==> src/spicd_pkg.sv <==
// Shared constants and types for the serial clock rate and data port block
package spicd_pkg;
  localparam int BYTE_W = 8;
  localparam logic [7:0] DIV_REG_ADDR = 8'hA2;
  localparam logic [7:0] DATA_REG_ADDR = 8'hA3;
  localparam logic [7:0] REG_RESET = 8'h00;
  localparam logic [2:0] BIT_LAST = 3'h7;
  localparam int RX_FIFO_DEPTH = 8;
  // Clock period in ns, slave timing figures in system clock periods
  localparam int CORE_CLOCK_NS = 20;
  localparam int SLAVE_OUT_VALID_MAX_CYC = 4;
  localparam int LAST_EDGE_CHANGE_MIN_CYC = 6;
  localparam int LAST_EDGE_CHANGE_MAX_CYC = 8;
  // Edge to output latency through the synchroniser, detect and output flop
  localparam int SLAVE_PIPE_CYC = 4;
  localparam int LAST_EDGE_TARGET_CYC =
    (LAST_EDGE_CHANGE_MIN_CYC + LAST_EDGE_CHANGE_MAX_CYC) / 2;
  localparam logic [1:0] LAST_EDGE_HOLD =
    2'(LAST_EDGE_TARGET_CYC - SLAVE_PIPE_CYC);
  typedef enum logic [0:0] {
    SPICD_IDLE = 1'b0,
    SPICD_RUN = 1'b1
  } spicd_state_t;
endpackage

==> src/spicd_fifo.sv <==
// Small synchronous FIFO with valid/ready on both sides
`timescale 1ns/1ns
`default_nettype none
module spicd_fifo #(
  parameter int WIDTH = 8,
  parameter int DEPTH = 8
) (
  input wire logic clk,
  input wire logic rstn,
  input wire logic in_valid,
  output logic in_ready,
  input wire logic [WIDTH-1:0] in_data,
  output logic out_valid,
  input wire logic out_ready,
  output logic [WIDTH-1:0] out_data
);
  localparam int AW = (DEPTH > 1) ? $clog2(DEPTH) : 1;
  logic [WIDTH-1:0] mem [DEPTH];
  logic [AW-1:0] wr_ptr_r;
  logic [AW-1:0] rd_ptr_r;
  logic [AW:0] count_r;
  logic do_push;
  logic do_pop;

  function automatic logic [AW-1:0] ptr_inc(input logic [AW-1:0] p);
    ptr_inc = (p == AW'(DEPTH - 1)) ? '0 : p + 1'b1;
  endfunction

  assign in_ready = (count_r != (AW+1)'(DEPTH));
  assign out_valid = (count_r != '0);
  assign out_data = mem[rd_ptr_r];
  assign do_push = in_valid && in_ready;
  assign do_pop = out_valid && out_ready;

  always_ff @(posedge clk) begin
    if (do_push) begin
      mem[wr_ptr_r] <= in_data;
    end
  end

  always_ff @(posedge clk or negedge rstn) begin
    if (!rstn) begin
      wr_ptr_r <= '0;
      rd_ptr_r <= '0;
      count_r <= '0;
    end else begin
      if (do_push) begin
        wr_ptr_r <= ptr_inc(wr_ptr_r);
      end
      if (do_pop) begin
        rd_ptr_r <= ptr_inc(rd_ptr_r);
      end
      if (do_push && !do_pop) begin
        count_r <= count_r + 1'b1;
      end else if (do_pop && !do_push) begin
        count_r <= count_r - 1'b1;
      end
    end
  end
endmodule
`default_nettype wire

==> src/spicd_core.sv <==
// Serial clock divider, data register, buffers and bit engines of the port
//
// How it works
// - Master clock is core clock over 2(div+1)
// - Data register write fills transmit buffer
// - Master write to data register starts transfer
// - Data register read returns receive buffer
// - Polarity select inverts clock in both roles
// - Master clock phases last at least one cycle
// - Slave output driven/released within four cycles
// - Phase-one slave changes output 6-8 after last edge
// - Master samples input one cycle before bit end
// - Slave samples input at bit centre
// - Buffer empty clears on write, sets on move
`timescale 1ns/1ns
`default_nettype none
module spicd_core #(
  parameter int FIFO_DEPTH = spicd_pkg::RX_FIFO_DEPTH
) (
  input wire logic core_clk,
  input wire logic rstn,
  input wire logic [7:0] sfr_addr,
  input wire logic sfr_wr,
  input wire logic sfr_rd,
  input wire logic [spicd_pkg::BYTE_W-1:0] sfr_wdata,
  output logic [spicd_pkg::BYTE_W-1:0] sfr_rdata,
  input wire logic spi_enable,
  input wire logic master_enable,
  input wire logic clock_polarity_select,
  input wire logic clock_phase_select,
  output logic tx_buffer_empty,
  output logic transfer_done,
  output logic write_collision,
  output logic rx_overrun,
  output logic busy,
  input wire logic sck_in,
  output logic sck_out,
  output logic sck_oe,
  input wire logic mosi_in,
  output logic mosi_out,
  output logic mosi_oe,
  input wire logic miso_in,
  output logic miso_out,
  output logic miso_oe,
  input wire logic nss_n_in
);
  import spicd_pkg::*;

  ////////////////////////////////////////////////////////////////////////////
  // Pin synchronisers
  logic [1:0] sck_s;
  logic [1:0] mosi_s;
  logic [1:0] miso_s;
  logic [1:0] nss_n_s;
  logic sck_d_r;
  logic nss_n_d_r;

  always_ff @(posedge core_clk or negedge rstn) begin
    if (!rstn) begin
      sck_s <= 2'h0;
      mosi_s <= 2'h0;
      miso_s <= 2'h0;
      nss_n_s <= 2'h3;
      sck_d_r <= 1'b0;
      nss_n_d_r <= 1'b1;
    end else begin
      sck_s <= {sck_s[0], sck_in};
      mosi_s <= {mosi_s[0], mosi_in};
      miso_s <= {miso_s[0], miso_in};
      nss_n_s <= {nss_n_s[0], nss_n_in};
      sck_d_r <= sck_s[1];
      nss_n_d_r <= nss_n_s[1];
    end
  end

  ////////////////////////////////////////////////////////////////////////////
  // Register access and transmit buffer
  logic [7:0] sck_divider_reg;
  logic [7:0] tx_buf_r;
  logic [7:0] shift_r;
  logic wr_data;
  logic wr_ok;
  logic rd_data;
  logic load_shift;
  logic rx_out_valid;
  logic [7:0] rx_out_data;

  assign wr_data = sfr_wr && (sfr_addr == DATA_REG_ADDR);
  assign wr_ok = wr_data && tx_buffer_empty;
  assign rd_data = sfr_rd && (sfr_addr == DATA_REG_ADDR);

  always_ff @(posedge core_clk or negedge rstn) begin
    if (!rstn) begin
      sck_divider_reg <= REG_RESET;
    end else if (sfr_wr && (sfr_addr == DIV_REG_ADDR)) begin
      sck_divider_reg <= sfr_wdata;
    end
  end

  always_ff @(posedge core_clk or negedge rstn) begin
    if (!rstn) begin
      tx_buf_r <= REG_RESET;
      tx_buffer_empty <= 1'b1;
      write_collision <= 1'b0;
    end else begin
      write_collision <= wr_data && !tx_buffer_empty;
      if (wr_ok) begin
        tx_buf_r <= sfr_wdata;
      end
      // A write is only taken while empty, a move only while full
      if (load_shift) begin
        tx_buffer_empty <= 1'b1;
      end else if (wr_ok) begin
        tx_buffer_empty <= 1'b0;
      end
    end
  end

  always_ff @(posedge core_clk or negedge rstn) begin
    if (!rstn) begin
      sfr_rdata <= REG_RESET;
    end else if (sfr_rd) begin
      case (sfr_addr)
        DIV_REG_ADDR: sfr_rdata <= sck_divider_reg;
        DATA_REG_ADDR: sfr_rdata <= rx_out_valid ? rx_out_data : REG_RESET;
        default: sfr_rdata <= REG_RESET;
      endcase
    end
  end

  ////////////////////////////////////////////////////////////////////////////
  // Master engine
  spicd_state_t state_r;
  logic [7:0] div_lat_r;
  logic [7:0] half_cnt_r;
  logic half_r;
  logic [2:0] m_bits_r;
  logic m_start;
  logic m_sample;
  logic m_done;
  logic rx_ready;

  // No start while the receive queue is full: a finished master byte is never lost
  assign m_start = spi_enable && master_enable && (state_r == SPICD_IDLE) &&
                   !tx_buffer_empty && rx_ready;
  assign m_sample = (state_r == SPICD_RUN) && half_r &&
                    (half_cnt_r == div_lat_r);
  assign m_done = m_sample && (m_bits_r == BIT_LAST);

  always_ff @(posedge core_clk or negedge rstn) begin
    if (!rstn) begin
      state_r <= SPICD_IDLE;
      div_lat_r <= REG_RESET;
      half_cnt_r <= 8'h00;
      half_r <= 1'b0;
      m_bits_r <= 3'h0;
    end else begin
      case (state_r)
        SPICD_IDLE: begin
          if (m_start) begin
            state_r <= SPICD_RUN;
            div_lat_r <= sck_divider_reg;
            half_cnt_r <= 8'h00;
            half_r <= 1'b0;
            m_bits_r <= 3'h0;
          end
        end
        SPICD_RUN: begin
          // Each half lasts div+1 cycles, never less than one
          if (half_cnt_r == div_lat_r) begin
            half_cnt_r <= 8'h00;
            half_r <= ~half_r;
            if (half_r) begin
              m_bits_r <= m_bits_r + 3'h1;
              if (m_bits_r == BIT_LAST) begin
                state_r <= SPICD_IDLE;
              end
            end
          end else begin
            half_cnt_r <= half_cnt_r + 8'h01;
          end
        end
        default: state_r <= SPICD_IDLE;
      endcase
    end
  end

  ////////////////////////////////////////////////////////////////////////////
  // Slave engine
  logic s_act;
  logic s_lvl;
  logic s_lvl_d;
  logic s_sample;
  logic s_last;
  logic s_sel_fall;
  logic [2:0] s_bits_r;
  logic [1:0] hold_r;

  assign s_act = spi_enable && !master_enable && !nss_n_s[1];
  assign s_sel_fall = s_act && nss_n_d_r;
  assign s_lvl = sck_s[1] ^ clock_polarity_select;
  assign s_lvl_d = sck_d_r ^ clock_polarity_select;
  // Sample edge sits mid-bit: leading for phase 0, trailing for phase 1
  assign s_sample = s_act && !s_sel_fall &&
                    (clock_phase_select ? (s_lvl_d && !s_lvl)
                                        : (s_lvl && !s_lvl_d));
  assign s_last = s_sample && (s_bits_r == BIT_LAST);
  assign load_shift = m_start ||
                      ((s_sel_fall || s_last) && !tx_buffer_empty);

  // The outside master keeps select-to-edge and phase widths
  // so the two-flop synchroniser sees every edge in order
  always_ff @(posedge core_clk or negedge rstn) begin
    if (!rstn) begin
      s_bits_r <= 3'h0;
    end else if (!s_act || s_sel_fall) begin
      s_bits_r <= 3'h0;
    end else if (s_sample) begin
      s_bits_r <= s_bits_r + 3'h1;
    end
  end

  always_ff @(posedge core_clk or negedge rstn) begin
    if (!rstn) begin
      hold_r <= 2'h0;
    end else if (s_last && clock_phase_select) begin
      hold_r <= LAST_EDGE_HOLD;
    end else if (hold_r != 2'h0) begin
      hold_r <= hold_r - 2'h1;
    end
  end

  ////////////////////////////////////////////////////////////////////////////
  // Shift register and receive queue
  logic rx_push;
  logic [7:0] rx_byte;

  assign rx_byte = master_enable ? {shift_r[6:0], miso_s[1]}
                                 : {shift_r[6:0], mosi_s[1]};
  assign rx_push = m_done || s_last;

  always_ff @(posedge core_clk or negedge rstn) begin
    if (!rstn) begin
      shift_r <= REG_RESET;
    end else if (load_shift) begin
      shift_r <= tx_buf_r;
    end else if (m_sample || s_sample) begin
      shift_r <= rx_byte;
    end
  end

  spicd_fifo #(
    .WIDTH(BYTE_W),
    .DEPTH(FIFO_DEPTH)
  ) u_rx_fifo (
    .clk(core_clk),
    .rstn(rstn),
    .in_valid(rx_push),
    .in_ready(rx_ready),
    .in_data(rx_byte),
    .out_valid(rx_out_valid),
    .out_ready(rd_data),
    .out_data(rx_out_data)
  );

  ////////////////////////////////////////////////////////////////////////////
  // Pin drivers and status
  always_ff @(posedge core_clk or negedge rstn) begin
    if (!rstn) begin
      sck_out <= 1'b0;
      sck_oe <= 1'b0;
      mosi_out <= 1'b0;
      mosi_oe <= 1'b0;
      miso_out <= 1'b0;
      miso_oe <= 1'b0;
    end else begin
      sck_out <= ((state_r == SPICD_RUN) &&
                  (half_r ^ clock_phase_select)) ^
                 clock_polarity_select;
      sck_oe <= spi_enable && master_enable;
      mosi_out <= shift_r[7];
      mosi_oe <= spi_enable && master_enable;
      if (hold_r == 2'h0 && !(s_last && clock_phase_select)) begin
        miso_out <= shift_r[7];
      end
      miso_oe <= s_act;
    end
  end

  always_ff @(posedge core_clk or negedge rstn) begin
    if (!rstn) begin
      transfer_done <= 1'b0;
      rx_overrun <= 1'b0;
      busy <= 1'b0;
    end else begin
      transfer_done <= rx_push;
      // Slave cannot be held off, so a full queue drops the byte
      rx_overrun <= s_last && !rx_ready;
      busy <= (state_r == SPICD_RUN) || m_start || (s_act && !nss_n_d_r);
    end
  end
endmodule
`default_nettype wire

==> config.mk <==
export PLATFORM = sky130hd
export DESIGN_NAME = spicd_core
export DESIGN_NICKNAME = d
export VERILOG_FILES = /design/src/spicd_pkg.sv /design/src/spicd_fifo.sv /design/src/spicd_core.sv
export SDC_FILE = /design/constraint.sdc
export NUM_CORES = 1
export LEC_CHECK = 0
export BUFFER_PORTS_ARGS = -buffer_cell sky130_fd_sc_hd__buf_2
export CAP_MARGIN = 20
export CORE_MARGIN = 8
export CORE_UTILIZATION = 51
export CTS_CLUSTER_DIAMETER = 30
export DETAILED_ROUTE_END_ITERATION = 10
export PLACE_DENSITY = 0.72
export SLEW_MARGIN = 20
export SYNTH_ARGS = -nofsm -noshare
export SYNTH_HDL_FRONTEND = slang
export SYNTH_SLANG_ARGS = --single-unit
==> constraint.sdc <==
create_clock -name core_clk -period 2.6 [get_ports core_clk]
set_input_delay 0.26 -clock core_clk [delete_from_list [all_inputs] [get_ports core_clk]]
set_output_delay 0.26 -clock core_clk [all_outputs]
set_load 0.01 [all_outputs]
---- After elaboration in Yosys (flattened, before gate mapping) ----
Memory sizes are Yosys's and may differ from the RTL's.
Index checks and enable logic that the tools add are counted.
cells by class
  muxes and demuxes ....................... 33
  $add $sub $neg .......................... 8
  bitwise logic cells ..................... 6
  reductions and logical operators ........ 60
  equal/unequal tests ..................... 11
operators by type and width
  cell                                                   count
  two-way mux 8 bit                                      5
  one-hot mux 8 bit (2 select lines)                     2
  logical AND 1 bit                                      30
  two-way mux 3 bit                                      7
  equality test 8 bit, second input constant             2
  adder 3 x 1 -> 3 bit, second input constant            4
  equality test 3 bit, second input constant             4
  logical NOT 1 bit                                      12
  two-way mux 1 bit                                      12
  nonzero test 2 bit                                     6
  adder 8 x 1 -> 8 bit, second input constant            1
  equality test 8 bit                                    1
  two-way mux 4 bit                                      2
  logical OR 1 bit                                       7
  one-hot mux 3 bit (2 select lines)                     1
  adder 4 x 1 -> 4 bit, second input constant            1
  two-way mux 2 bit                                      2
  inequality test 2 x 1 -> 1 bit, second input constant  2
  inequality test 4 bit, second input constant           1
  one-hot mux 1 bit (2 select lines)                     2
  AND reduction 2 bit                                    2
  nonzero test 4 bit                                     1
  subtractor 4 x 1 -> 4 bit, second input constant       1
  bitwise XOR 1 bit                                      4
  other kinds (5)                                        6
word-level totals
  logic and storage cells ................. 149
  memory bits (writable) .................. 64
  output and inout port bits .............. 19
  input bits .............................. 28
  memories ................................ 1
  bits in registers ....................... 88
memory list
  memory         depth  width  rd ports  clocked after Yosys merged registers in  write ports  RTL line          RTL
  u_rx_fifo.mem  8      8      1         0                                        1            spicd_fifo.sv:18  logic [WIDTH-1:0] mem [DEPTH];

---- Depth between registers and ports, before layout ----
Gate-level depths: netlist (run 1).
  word-level depth ........................ 14
  depth in mapped cells ................... 13
  gate-level depth less buffers ........... 12

---- By module ----
From an unflattened synthesis (run 1), not the netlist that was laid out.
unflattened totals
  cells, all modules ...................... 434
  area, all modules ....................... 6630.1 µm²
by module, submodules not included
  module      instances  cells each  area each (µm²)
  spicd_core  1          277         3478.3
  spicd_fifo  1          157         3151.8

---- Worst setup path after synthesis (run 1) ----
OpenSTA, ideal clock, no wires.
  path type ............................... register to register
  from .................................... register half_cnt_r[3]
  to ...................................... register u_rx_fifo.count_r[3]
  arrival ................................. 2.676 ns
  slack ................................... -0.201 ns
  cell stages (with the launch flop) ...... 14
  setup time .............................. 0.125 ns
  path buffers ............................ 1
  cell sequence ........................... dfrtp_1 > xor2_1 > nor4_4 > nand3_1 > o21ai_2 > buf_6 > ha_1 > inv_1 > ha_1 > a21o_1 > a21oi_1 > xnor2_1 > nor2_1 > xor2_1
on the way
  word-level cells in the longest chain between the ends .. 8
  elaborated cells between the ends (all ways) .. 10
  those cells by class .................... 1 x eq/ne; 1 x mux; 8 x reduce/logical
RTL lines
  what                                 RTL line           RTL
  start: declaration                   spicd_core.sv:135  logic [7:0] half_cnt_r;
  start signal: assignment             spicd_core.sv:180  half_cnt_r <= half_cnt_r + 8'h01;
  equality test 8 bit *                spicd_core.sv:147  (half_cnt_r == div_lat_r);
  logical AND 1 bit *                  spicd_core.sv:146  assign m_sample = (state_r == SPICD_RUN) && half_r &&
  logical AND 1 bit *                  spicd_core.sv:148  assign m_done = m_sample && (m_bits_r == BIT_LAST);
  logical OR 1 bit *                   spicd_core.sv:240  assign rx_push = m_done || s_last;
  logical AND 1 bit *                  spicd_fifo.sv:32   assign do_push = in_valid && in_ready;
  named net u_rx_fifo.do_push          spicd_fifo.sv:22   logic do_push;
  logical NOT 1 bit                    spicd_fifo.sv:55   end else if (do_pop && !do_push) begin
  logical AND 1 bit                    spicd_fifo.sv:55
  nonzero test 2 bit (no source line)  -
  end signal: assignment               spicd_fifo.sv:54   count_r <= count_r + 1'b1;
  end signal: assignment               spicd_fifo.sv:56   count_r <= count_r - 1'b1;
  end: declaration                     spicd_fifo.sv:21   logic [AW:0] count_r;
The timed path passes the listed nets; every way through them passes the cells marked *.
A chain may end at the register's enable or synchronous reset.

---- Final worst setup path (run 1) ----
  from .................................... register half_cnt_r[3]
  to ...................................... register u_rx_fifo.count_r[3]
on the way
  word-level cells in the longest chain between the ends .. 8
  elaborated cells between the ends (all ways) .. 10
  those cells by class .................... 1 x eq/ne; 1 x mux; 8 x reduce/logical
RTL lines
  what                                 RTL line
  equality test 8 bit *                spicd_core.sv:147
  logical AND 1 bit *                  spicd_core.sv:146
  logical AND 1 bit *                  spicd_core.sv:148
  logical OR 1 bit *                   spicd_core.sv:240
  logical AND 1 bit *                  spicd_fifo.sv:32
  logical NOT 1 bit                    spicd_fifo.sv:55
  logical AND 1 bit                    spicd_fifo.sv:55
  nonzero test 2 bit (no source line)  -
Every way passes the cells marked *; elsewhere a longest branch is shown, timed or not.

==> results.tsv, run 1 <==
metric	value	unit
GPL Wtd Cong	0.799	
largest net degree at the start of global routing	53	
arrival time worst endpoint	2.83	ns
n_diodes	0	
clk buf depth	2	
std cell rows	41	
Worst Hold Class	input port to flip-flop	
DP Wirelength	9.12	mm
Cells after Synth	452	
P&R area growth vs syn	17.2	%
commonest non-fill, non-tap cells in the layout	dfrtp_1 (82), edfxtp_1 (64), buf_2 (45)	
worst ir drop on vdd	420	uV
vias in the first global route	4147	
Worst Tran Pin Value	0.670	ns
distinct cell type count after synthesis	55	
DRT iter0 DRCs	296	
final setup vio count	0	
M1 WL	5.65	mm
Slew Viols, Final	0	
nets	565	
area of the multi-input gates	2300	um^2
drt wl/cell	18.4	um
H-Tree Depth	4	
Reg area	4130	um^2
CTS sink cnt	152	
register area share after synthesis	0.633	
status	completed	
fill count	946	
endpoint type of the worst setup path	flip-flop	
GRT Util Overall	0.169	
CP max FO	4	
Final Hold Fails	0	
Critical Path RT	2.90	ns
layout cell share with drive strength beyond 1	0.319	
metal2 WL	6.63	mm
worst reg2reg setup slack	0.08	ns
Most used DFF post-synth	dfrtp_1	
global route total overflow	0	
clk root buf	clkbuf_16	
Max Cap Violations	0	
number of flip-flops in the largest register	64	
clk slew on worst S/H paths	0.06	ns
die area	16700	um^2
via count	3892	
initial core utilization	0.519	
EDFF count, synth	64	
Seq cells post-synth	152	
total CTS buffers	17	
most flop-heavy register	u_rx_fifo.mem	
kind of start point of the critical path	flip-flop	
number of vias per cell	5.50	
synth warn	0	
Leak	3.23	nW
first-pass GRT wire length	21.3	mm
Post-synth ARST share	0.579	
syn_area_per_cell	14.4	um^2
fmax	0.396	GHz
kind of critical path	flip-flop to flip-flop	
core area	12600	um^2
Tot Pwr	6.54	mW
Port Buffers	46	
CTS tree	done	
PD cells	856	nW/um^2
Chip Height	129	um
routed length on met3	590	um
number of remaining DRC errors	0	
most common cell after layout, fill and taps aside	dfrtp_1	
slew margin rel.	0.554	
Top Metal Used	met4	
RSZ-0062 raised after global routing	yes	
Final Non-Filler Cells	708	
Placed Cells	667	
die width	129	um
Final Cycle Share	0.971	
final wirelength	13.1	mm
Antenna Nets Post-Route	0	
DRT Pass-1 Iters	5	
clk_lat worst skew	0.42	ns
synthesized net count	494	
Mapped Area	6520	um^2
initial antenna violation count	0	
I/O pin cnt	47	
Setup Skew	0.00684	ns
post-layout minimum cycle time	2.52	ns
synth_stat cells, types with 3 or more instances:
master,number,area (um^2)
inv_1,10,37.5
nand2b_1,4,25.0
xnor2_1,8,70.1
nand2_1,27,101
and3_1,3,18.8
a21oi_1,24,120
edfxtp_1,64,1920
dfrtp_1,84,2100
buf_2,5,25.0
buf_6,3,33.8
xor2_1,12,105
mux2i_1,11,110
nor2b_1,3,18.8
and4b_1,3,30.0
a31oi_1,7,43.8
o21ai_0,14,70.1
dfstp_2,4,105
clkbuf_1,7,26.3
a21o_1,3,22.5
mux2_2,31,349
ha_1,13,163
nand4_1,6,37.5
nor2_1,32,120
nand3_1,19,95.1
a21bo_2,5,50.1
mux4_2,16,360
per-stage QoR:
step | setup slack (ns) | utilization | TNS, ns | instance area, um^2 | hold WS, ns
global route | -0.0151 | 0.608 | -0.0151 | 7640 | 0.0666
CTS | 0.0364 | 0.604 | 0 | 7590 | 0.0513
detailed placement | 0.0577 | 0.558 | 0 | 7020 | 0.335
floorplan | 0.0501 | - | 0 | 6560 | -0.0356
global placement | 0.139 | 0.558 | 0 | 7020 | 0.333
finish | 0.0752 | 0.608 | 0 | 7640 | 0.0662
cells by family (layout without fill, tap and decap cells):
logic type                 Yosys count  in the layout  share of synthesized area
muxes                               60             60                      0.130
xor gates and xnor gates            20             20                     0.0269
adders and majority gates           14             14                     0.0280
AOI/OAI and AO/OA                   64             64                     0.0614
and+or+nand+nor                    114            114                     0.0986
DFF                                152            152                      0.633
buffers and inverters               28            112                     0.0217
layout make-up:
cell class	count	share of cell area
inverters	10	0.00491
flip-flops and latches	152	0.541
clock inverters	9	0.00639
multi-input cells	272	0.301
clock buffers	23	0.0626
repair buffers	70	0.0557
well taps	172	0.0282
metal layers:
metal,up-vias,track usage
met3,16,0.0366
met4,0,0.0733
met2,88,0.276
met1,1978,0.216
met5,-,0
li1,1810,-
repair_timing:
item	4_1_cts	5_1_grt
hold endpoints to repair	50	0
setup endpoints to repair	0	1
buffers inserted	0	4
gates resized for setup	0	4
hold buffers	5	0
power by group:
group	internal (mW)	switching, mW
registers	2.86	0.327
logic	0.563	0.611
clock network	1.28	0.901
worst paths after layout:
kind,endpoint,cells past startpoint,from
worst max-delay path,u_rx_fifo.count_r[3]$_DFFE_PN0P_,12,half_cnt_r[3]$_DFFE_PN0P_
worst min-delay path,sck_out$_DFF_PN0_,2,clock_polarity_select
worst max register to register,u_rx_fifo.count_r[3]$_DFFE_PN0P_,12,half_cnt_r[3]$_DFFE_PN0P_
worst min register to register,mosi_s[1]$_DFF_PN0_,0,mosi_s[0]$_DFF_PN0_
max in group asynchronous,div_lat_r[3]$_DFFE_PN0P_,3,rstn
min in group asynchronous,div_lat_r[6]$_DFFE_PN0P_,2,rstn
critical path, cell delays in order (launching register included):
cell,delay [ns]
dfrtp_2,0.43
xor2_1,0.19
nor4_4,0.31
nand3_2,0.19
o21ai_4,0.22
ha_4,0.16
inv_2,0.06
ha_4,0.21
a21o_1,0.16
a21oi_2,0.13
xnor2_1,0.14
nor2_1,0.08
xor2_1,0.14
Note: power is estimated with default switching activity, not from simulation.
==> inputs of run 2 (changes only) <==
CORE_UTILIZATION = 35   (was 51)
PLACE_DENSITY = not set   (was 0.72)
==> run 2 against run 1 <==
Critical path depth unchanged; clock power up 13%; cell count up 10%; global-route usage fell by 4.6 points; worst setup slack better by 0.043 ns; hold slack got worse by 0.013 ns; critical endpoint unchanged; fmax is 1.7% higher.
==> results.tsv, run 2 (synthesis gave the netlist of run 1 again) <==
metric	value	unit
die width	152	um
Crit Reg-Reg Endpoint	u_rx_fifo.count_r[3]$_DFFE_PN0P_	
final core utilization	0.425	
Chip Height	152	um
number of flip-flops in the largest register	64	
slew margin rel.	0.511	
post-layout minimum cycle time	2.48	ns
DRT Pass-1 Iters	4	
core area	18500	um^2
CP Depth	12	
Slew Viols, Final	0	
arrival time worst endpoint	2.79	ns
Worst Tran Pin Value	0.731	ns
slowest stage delay, CP	0.43	ns
number of vias per cell	5.01	
Worst Hold Class	input port to flip-flop	
fill count	1686	
endpoint type of the worst setup path	flip-flop	
most common cell after layout, fill and taps aside	dfrtp_1	
Max Cap Violations	0	
GPL Wtd Cong	0.775	
initial antenna violation count	0	
kind of start point of the critical path	flip-flop	
Antenna Nets Post-Route	0	
clk_lat worst skew	0.42	ns
CP endpoint	u_rx_fifo.count_r[3]$_DFFE_PN0P_	
initial core utilization	0.352	
first-pass GRT wire length	22.3	mm
Final Cycle Share	0.955	
via count	3916	
clk root buf	clkbuf_16	
DRT iter0 DRCs	228	
cell family with most CP delay	simple AND/OR/NAND/NOR gates	
Placed Cells	741	
CP max-delay cell	dfrtp_1	
worst path buffer plus inverter count	1	
RSZ-0062 raised after global routing	yes	
largest net degree at the start of global routing	89	
CP max FO	4	
clk buf depth	2	
Tot Pwr	6.86	mW
global route total overflow	0	
clk slew on worst S/H paths	0.06	ns
Setup Skew	0.00876	ns
final setup vio count	0	
std cell rows	50	
n_diodes	0	
PD cells	873	nW/um^2
crit-path cells	xor2_1, nor4_4, nand3_2, o21ai_4, ha_4, inv_2, ha_4, a21o_1, a21oi_2, xnor2_1, nor2_1, xor2_1	
most flop-heavy register	u_rx_fifo.mem	
drt wl/cell	17.7	um
final wirelength	13.8	mm
GRT Util Overall	0.124	
kind of critical path	flip-flop to flip-flop	
worst reg2reg path depth	12	
setup TNS	0	ns
vias in the first global route	4151	
CTS tree	done	
Leak	3.31	nW
I/O pin cnt	47	
total CTS buffers	17	
status	completed	
P&R area growth vs syn	20.6	%
worst ir drop on vdd	528	uV
Final Hold Fails	0	
fmax	0.403	GHz
commonest non-fill, non-tap cells in the layout	dfrtp_1 (84), edfxtp_1 (64), buf_2 (45)	
number of remaining DRC errors	0	
worst r2r src	half_cnt_r[2]$_DFFE_PN0P_	
worst reg2reg setup slack	0.12	ns
H-Tree Depth	4	
CTS sink cnt	152	
Port Buffers	46	
Critical Path RT	2.90	ns
DP Wirelength	9.58	mm
nets	576	
Final Non-Filler Cells	781	
layout cell share with drive strength beyond 1	0.325	
die area	23300	um^2
CP Launch Point	half_cnt_r[2]$_DFFE_PN0P_	
## run 2: worst min-delay path by stage
stage | end | from | cells past startpoint | slack [ns]
finish | sck_out$_DFF_PN0_ | clock_polarity_select | 2 | 0.05
global route | sck_out$_DFF_PN0_ | clock_polarity_select | 2 | 0.05
CTS | sck_out$_DFF_PN0_ | clock_polarity_select | 2 | 0.04
detailed placement | sck_s[1]$_DFF_PN0_ | sck_s[0]$_DFF_PN0_ | 0 | 0.33
global placement | sck_s[1]$_DFF_PN0_ | sck_s[0]$_DFF_PN0_ | 0 | 0.33
floorplan | busy$_DFF_PN0_ | rstn | 0 | -0.04
## run 2: worst register-to-register path, cell delays in order, from the launching register on
cell and delay (ns):
dfrtp_1 0.43, xor2_1 0.21, nor4_4 0.34, nand3_2 0.18
o21ai_4 0.18, ha_4 0.16, inv_2 0.06, ha_4 0.20
a21o_1 0.15, a21oi_2 0.12, xnor2_1 0.12, nor2_1 0.07
xor2_1 0.13
## run 2: area by class of cell
type	instances	area [um^2]	area share
multi-input combinational	272	2300	0.292
clock buffer	19	433	0.0550
timing repair buffer	81	520	0.0662
clock inverter	13	154	0.0196
sequential	152	4130	0.525
tap	234	293	0.0372
inverter	10	37.5	0.00477
## run 2: report_power, final
part | leakage (nW) | switching [mW] | internal [mW] | total, mW
Sequential | 1.72 | 0.295 | 2.86 | 3.15
Combinational | 1.30 | 0.659 | 0.595 | 1.25
Clock | 0.282 | 0.955 | 1.50 | 2.46
Total | 3.31 | 1.91 | 4.95 | 6.86
## run 2: routing by layer
layer | routed length (um) | up-vias | track usage
met1 | 6080 | 1963 | 0.147
met5 | 0 | - | 0
li1 | - | 1838 | -
met3 | 656 | 26 | 0.0326
met2 | 6690 | 89 | 0.202
met4 | 380 | 0 | 0.0674
## run 2: timing repair
item | in CTS | in global routing
setup buffers | 0 | 3
endpoints found under the hold margin | 88 | 0
gates resized for setup | 0 | 1
hold buffers | 5 | 0
setup endpoints to repair | 0 | 1
## run 2: metrics by stage
stage	area, um^2	hold WS, ns	worst slack (ns)
global route	7870	0.0467	0.00375
detailed placement	7200	0.335	0.0840
floorplan	6560	-0.0356	0.0501
global placement	7200	0.334	0.134
CTS	7840	0.0358	0.0789
finish	7870	0.0533	0.118
==> inputs of run 3 (changes only) <==
CAP_MARGIN = not set   (was 20)
SYNTH_HIERARCHICAL = 1   (was not set)
==> run 3 against run 2 <==
Critical path depth down 3; utilization up 2.0 points; clock skew up 0.0032 ns; final area up 5.4%; via count up 0.41%; routed wire length down 1.6%; register-to-register slack worse by 0.08 ns; combinational power about the same; flip-flop and latch count unchanged; non-clock buffer count up 26; largest power group unchanged.
==> results.tsv, run 3 <==
metric	value	unit
P&R area growth vs syn	25.0	%
Post-synth ARST share	0.579	
Final Cycle Share	0.985	
clk_lat worst skew	0.43	ns
Post-synth top cells	dfrtp_1 (84), edfxtp_1 (64), mux2_2 (33), nand2_1 (27), nor2_1 (17)	
Comb pwr share	0.180	
synth warn	6	
worst ir drop on vdd	399	uV
final worst slack	0.0380	ns
Mapped Area	6630	um^2
final setup vio count	0	
CTS sink cnt	152	
DRT Pass-1 Iters	4	
post-layout minimum cycle time	2.56	ns
Worst Tran Pin Value	0.794	ns
layout cell share with drive strength beyond 1	0.388	
post-route cell area	8290	um^2
hold slack final	0.0314	ns
Critical Path RT	2.93	ns
setup TNS	0	ns
die area	23600	um^2
synthesized net count	476	
top cell type's share of synthesized area	0.317	
initial core utilization	0.356	
DP Worst Slack	-0.0839	ns
Cells after Synth	434	
commonest non-fill, non-tap cells in the layout	dfrtp_1 (83), edfxtp_1 (64), buf_4 (54)	
P_int	4.99	mW
final core utilization	0.445	
nets	586	
worst reg2reg setup slack	0.04	ns
global route total overflow	0	
n_diodes	0	
area post-placement	7350	um^2
kind of critical path	flip-flop to flip-flop	
first-pass GRT wire length	21.7	mm
Leak	3.47	nW
clock network fraction of total power	0.375	
clk root buf	clkbuf_16	
met2 Use GR	0.200	
Most used DFF post-synth	dfrtp_1	
Slew Viols, Final	0	
most common cell after layout, fill and taps aside	dfrtp_1	
GPL Wtd Cong	0.805	
vias in the first global route	4053	
largest area contributor in the synthesized netlist	dfrtp_1	
Setup Skew	0.0119	ns
most area-consuming cells after synthesis	dfrtp_1 (32%), edfxtp_1 (29%), mux2_2 (5.6%), mux4_1 (3.2%), mux4_2 (2.7%)	
total CTS buffers	17	
initial antenna violation count	0	
PD cells	837	nW/um^2
Switching Fraction	0.281	
drt wl/cell	17.2	um
RSZ-0062 raised after global routing	yes	
DP Wirelength	9.70	mm
Worst Hold Class	input port to flip-flop	
Max Cap Violations	0	
syn_area_per_cell	15.3	um^2
Final Hold Fails	0	
core area	18600	um^2
net switching power	1.95	mW
std cell rows	50	
count leader, synth	dfrtp_1	
CP max FO	6	
GRT Util Overall	0.120	
status	completed	
number of flip-flops in the largest register	64	
clk slew on worst S/H paths	0.07	ns
distinct cell type count after synthesis	68	
Seq cells post-synth	152	
GRT busiest layer	met2	
largest net degree at the start of global routing	79	
Antenna Nets Post-Route	0	
Chip Height	154	um
register area share after synthesis	0.623	
endpoint type of the worst setup path	flip-flop	
I/O pin cnt	47	
fmax	0.390	GHz
number of vias per cell	4.97	
CP Launch Point	u_rx_fifo/count_r[0]$_DFFE_PN0P_	
GR Util met1	0.138	
grt met3 use	0.0381	
kind of start point of the critical path	flip-flop	
DRT iter0 DRCs	168	
part of the power in registers	0.445	
final wirelength	13.6	mm
number of remaining DRC errors	0	
arrival time worst endpoint	2.90	ns
slew margin rel.	0.471	
H-Tree Depth	4	
die width	154	um
most flop-heavy register	u_rx_fifo/mem	
CTS tree	done	
clk buf depth	2	
Hold Startpoint	master_enable	
worst r2r src	u_rx_fifo/count_r[0]$_DFFE_PN0P_	
via count	3932	
EDFF count, synth	64	
Port Buffers	46	
[run 3: metrics by stage]
stage                     power, mW  instances
after detailed placement       4.25        729
after floorplan                3.79        434
after global routing           7.26        791
final                          6.94        791
after global placement         4.18        729
after CTS                      6.96        782
[run 3: final cells by class]
cell class,count,area (um^2)
clock inverter,14,199
clock buffer,18,429
multi-input combinational,254,2450
sequential,152,4130
inverter,12,47.5
tap,234,293
fill,1616,10400
timing repair buffer,107,739
[run 3: timing repair]
action / in CTS / in global routing
pin swaps: 13 / 10
hold endpoints to repair: 4 / 17
setup endpoints to repair: 1 / 9
gates resized for setup: 6 / 4
setup buffers: 17 / 7
hold buffers: 4 / 1
[run 3: final timing paths]
kind,endpoint,cells past startpoint
worst min register to register,miso_s[1]$_DFF_PN0_,0
min in group asynchronous,shift_r[3]$_DFFE_PN0P_,2
worst min-delay path,miso_oe$_DFF_PN0_,2
worst max-delay path,u_rx_fifo/count_r[3]$_DFFE_PN0P_,9
max in group asynchronous,nss_n_s[0]$_DFF_PN1_,3
worst max register to register,u_rx_fifo/count_r[3]$_DFFE_PN0P_,9
[run 3: layer usage]
layer  vias up  share of wire
met3        16          0.043
li1       1863              -
met4         0          0.018
met2        65           0.51
met1      1988           0.43
met5         -              0
[run 3: logic make-up after synthesis]
logic type / share of synthesized area
flip-flops: 0.623
AND/OR/NAND/NOR: 0.0864
multiplexers: 0.155
AO/OA/AOI/OAI: 0.0555
buffers and inverters: 0.0209
XOR/XNOR: 0.0323
adder cells (fa/ha/maj): 0.0276
[run 3: power groups by stage]
| stage | sequential, mW | clock [mW] | combinational [mW] |
|---|---|---|---|
| final | 3.09 | 2.60 | 1.25 |
| after floorplan | 3.05 | 0 | 0.743 |
| after global routing | 3.12 | 2.77 | 1.37 |
| after CTS | 3.09 | 2.68 | 1.19 |
| after global placement | 3.11 | 0 | 1.07 |
| after detailed placement | 3.13 | 0 | 1.12 |
[run 3: worst max-delay path, stage by stage, from the launching register on]
cell	delay (ns)
dfrtp_1	0.49
or4_4	0.60
nand2_2	0.17
ha_4	0.18
inv_4	0.05
ha_4	0.28
buf_6	0.10
nand3_4	0.07
a2111o_1	0.42
o211ai_1	0.10
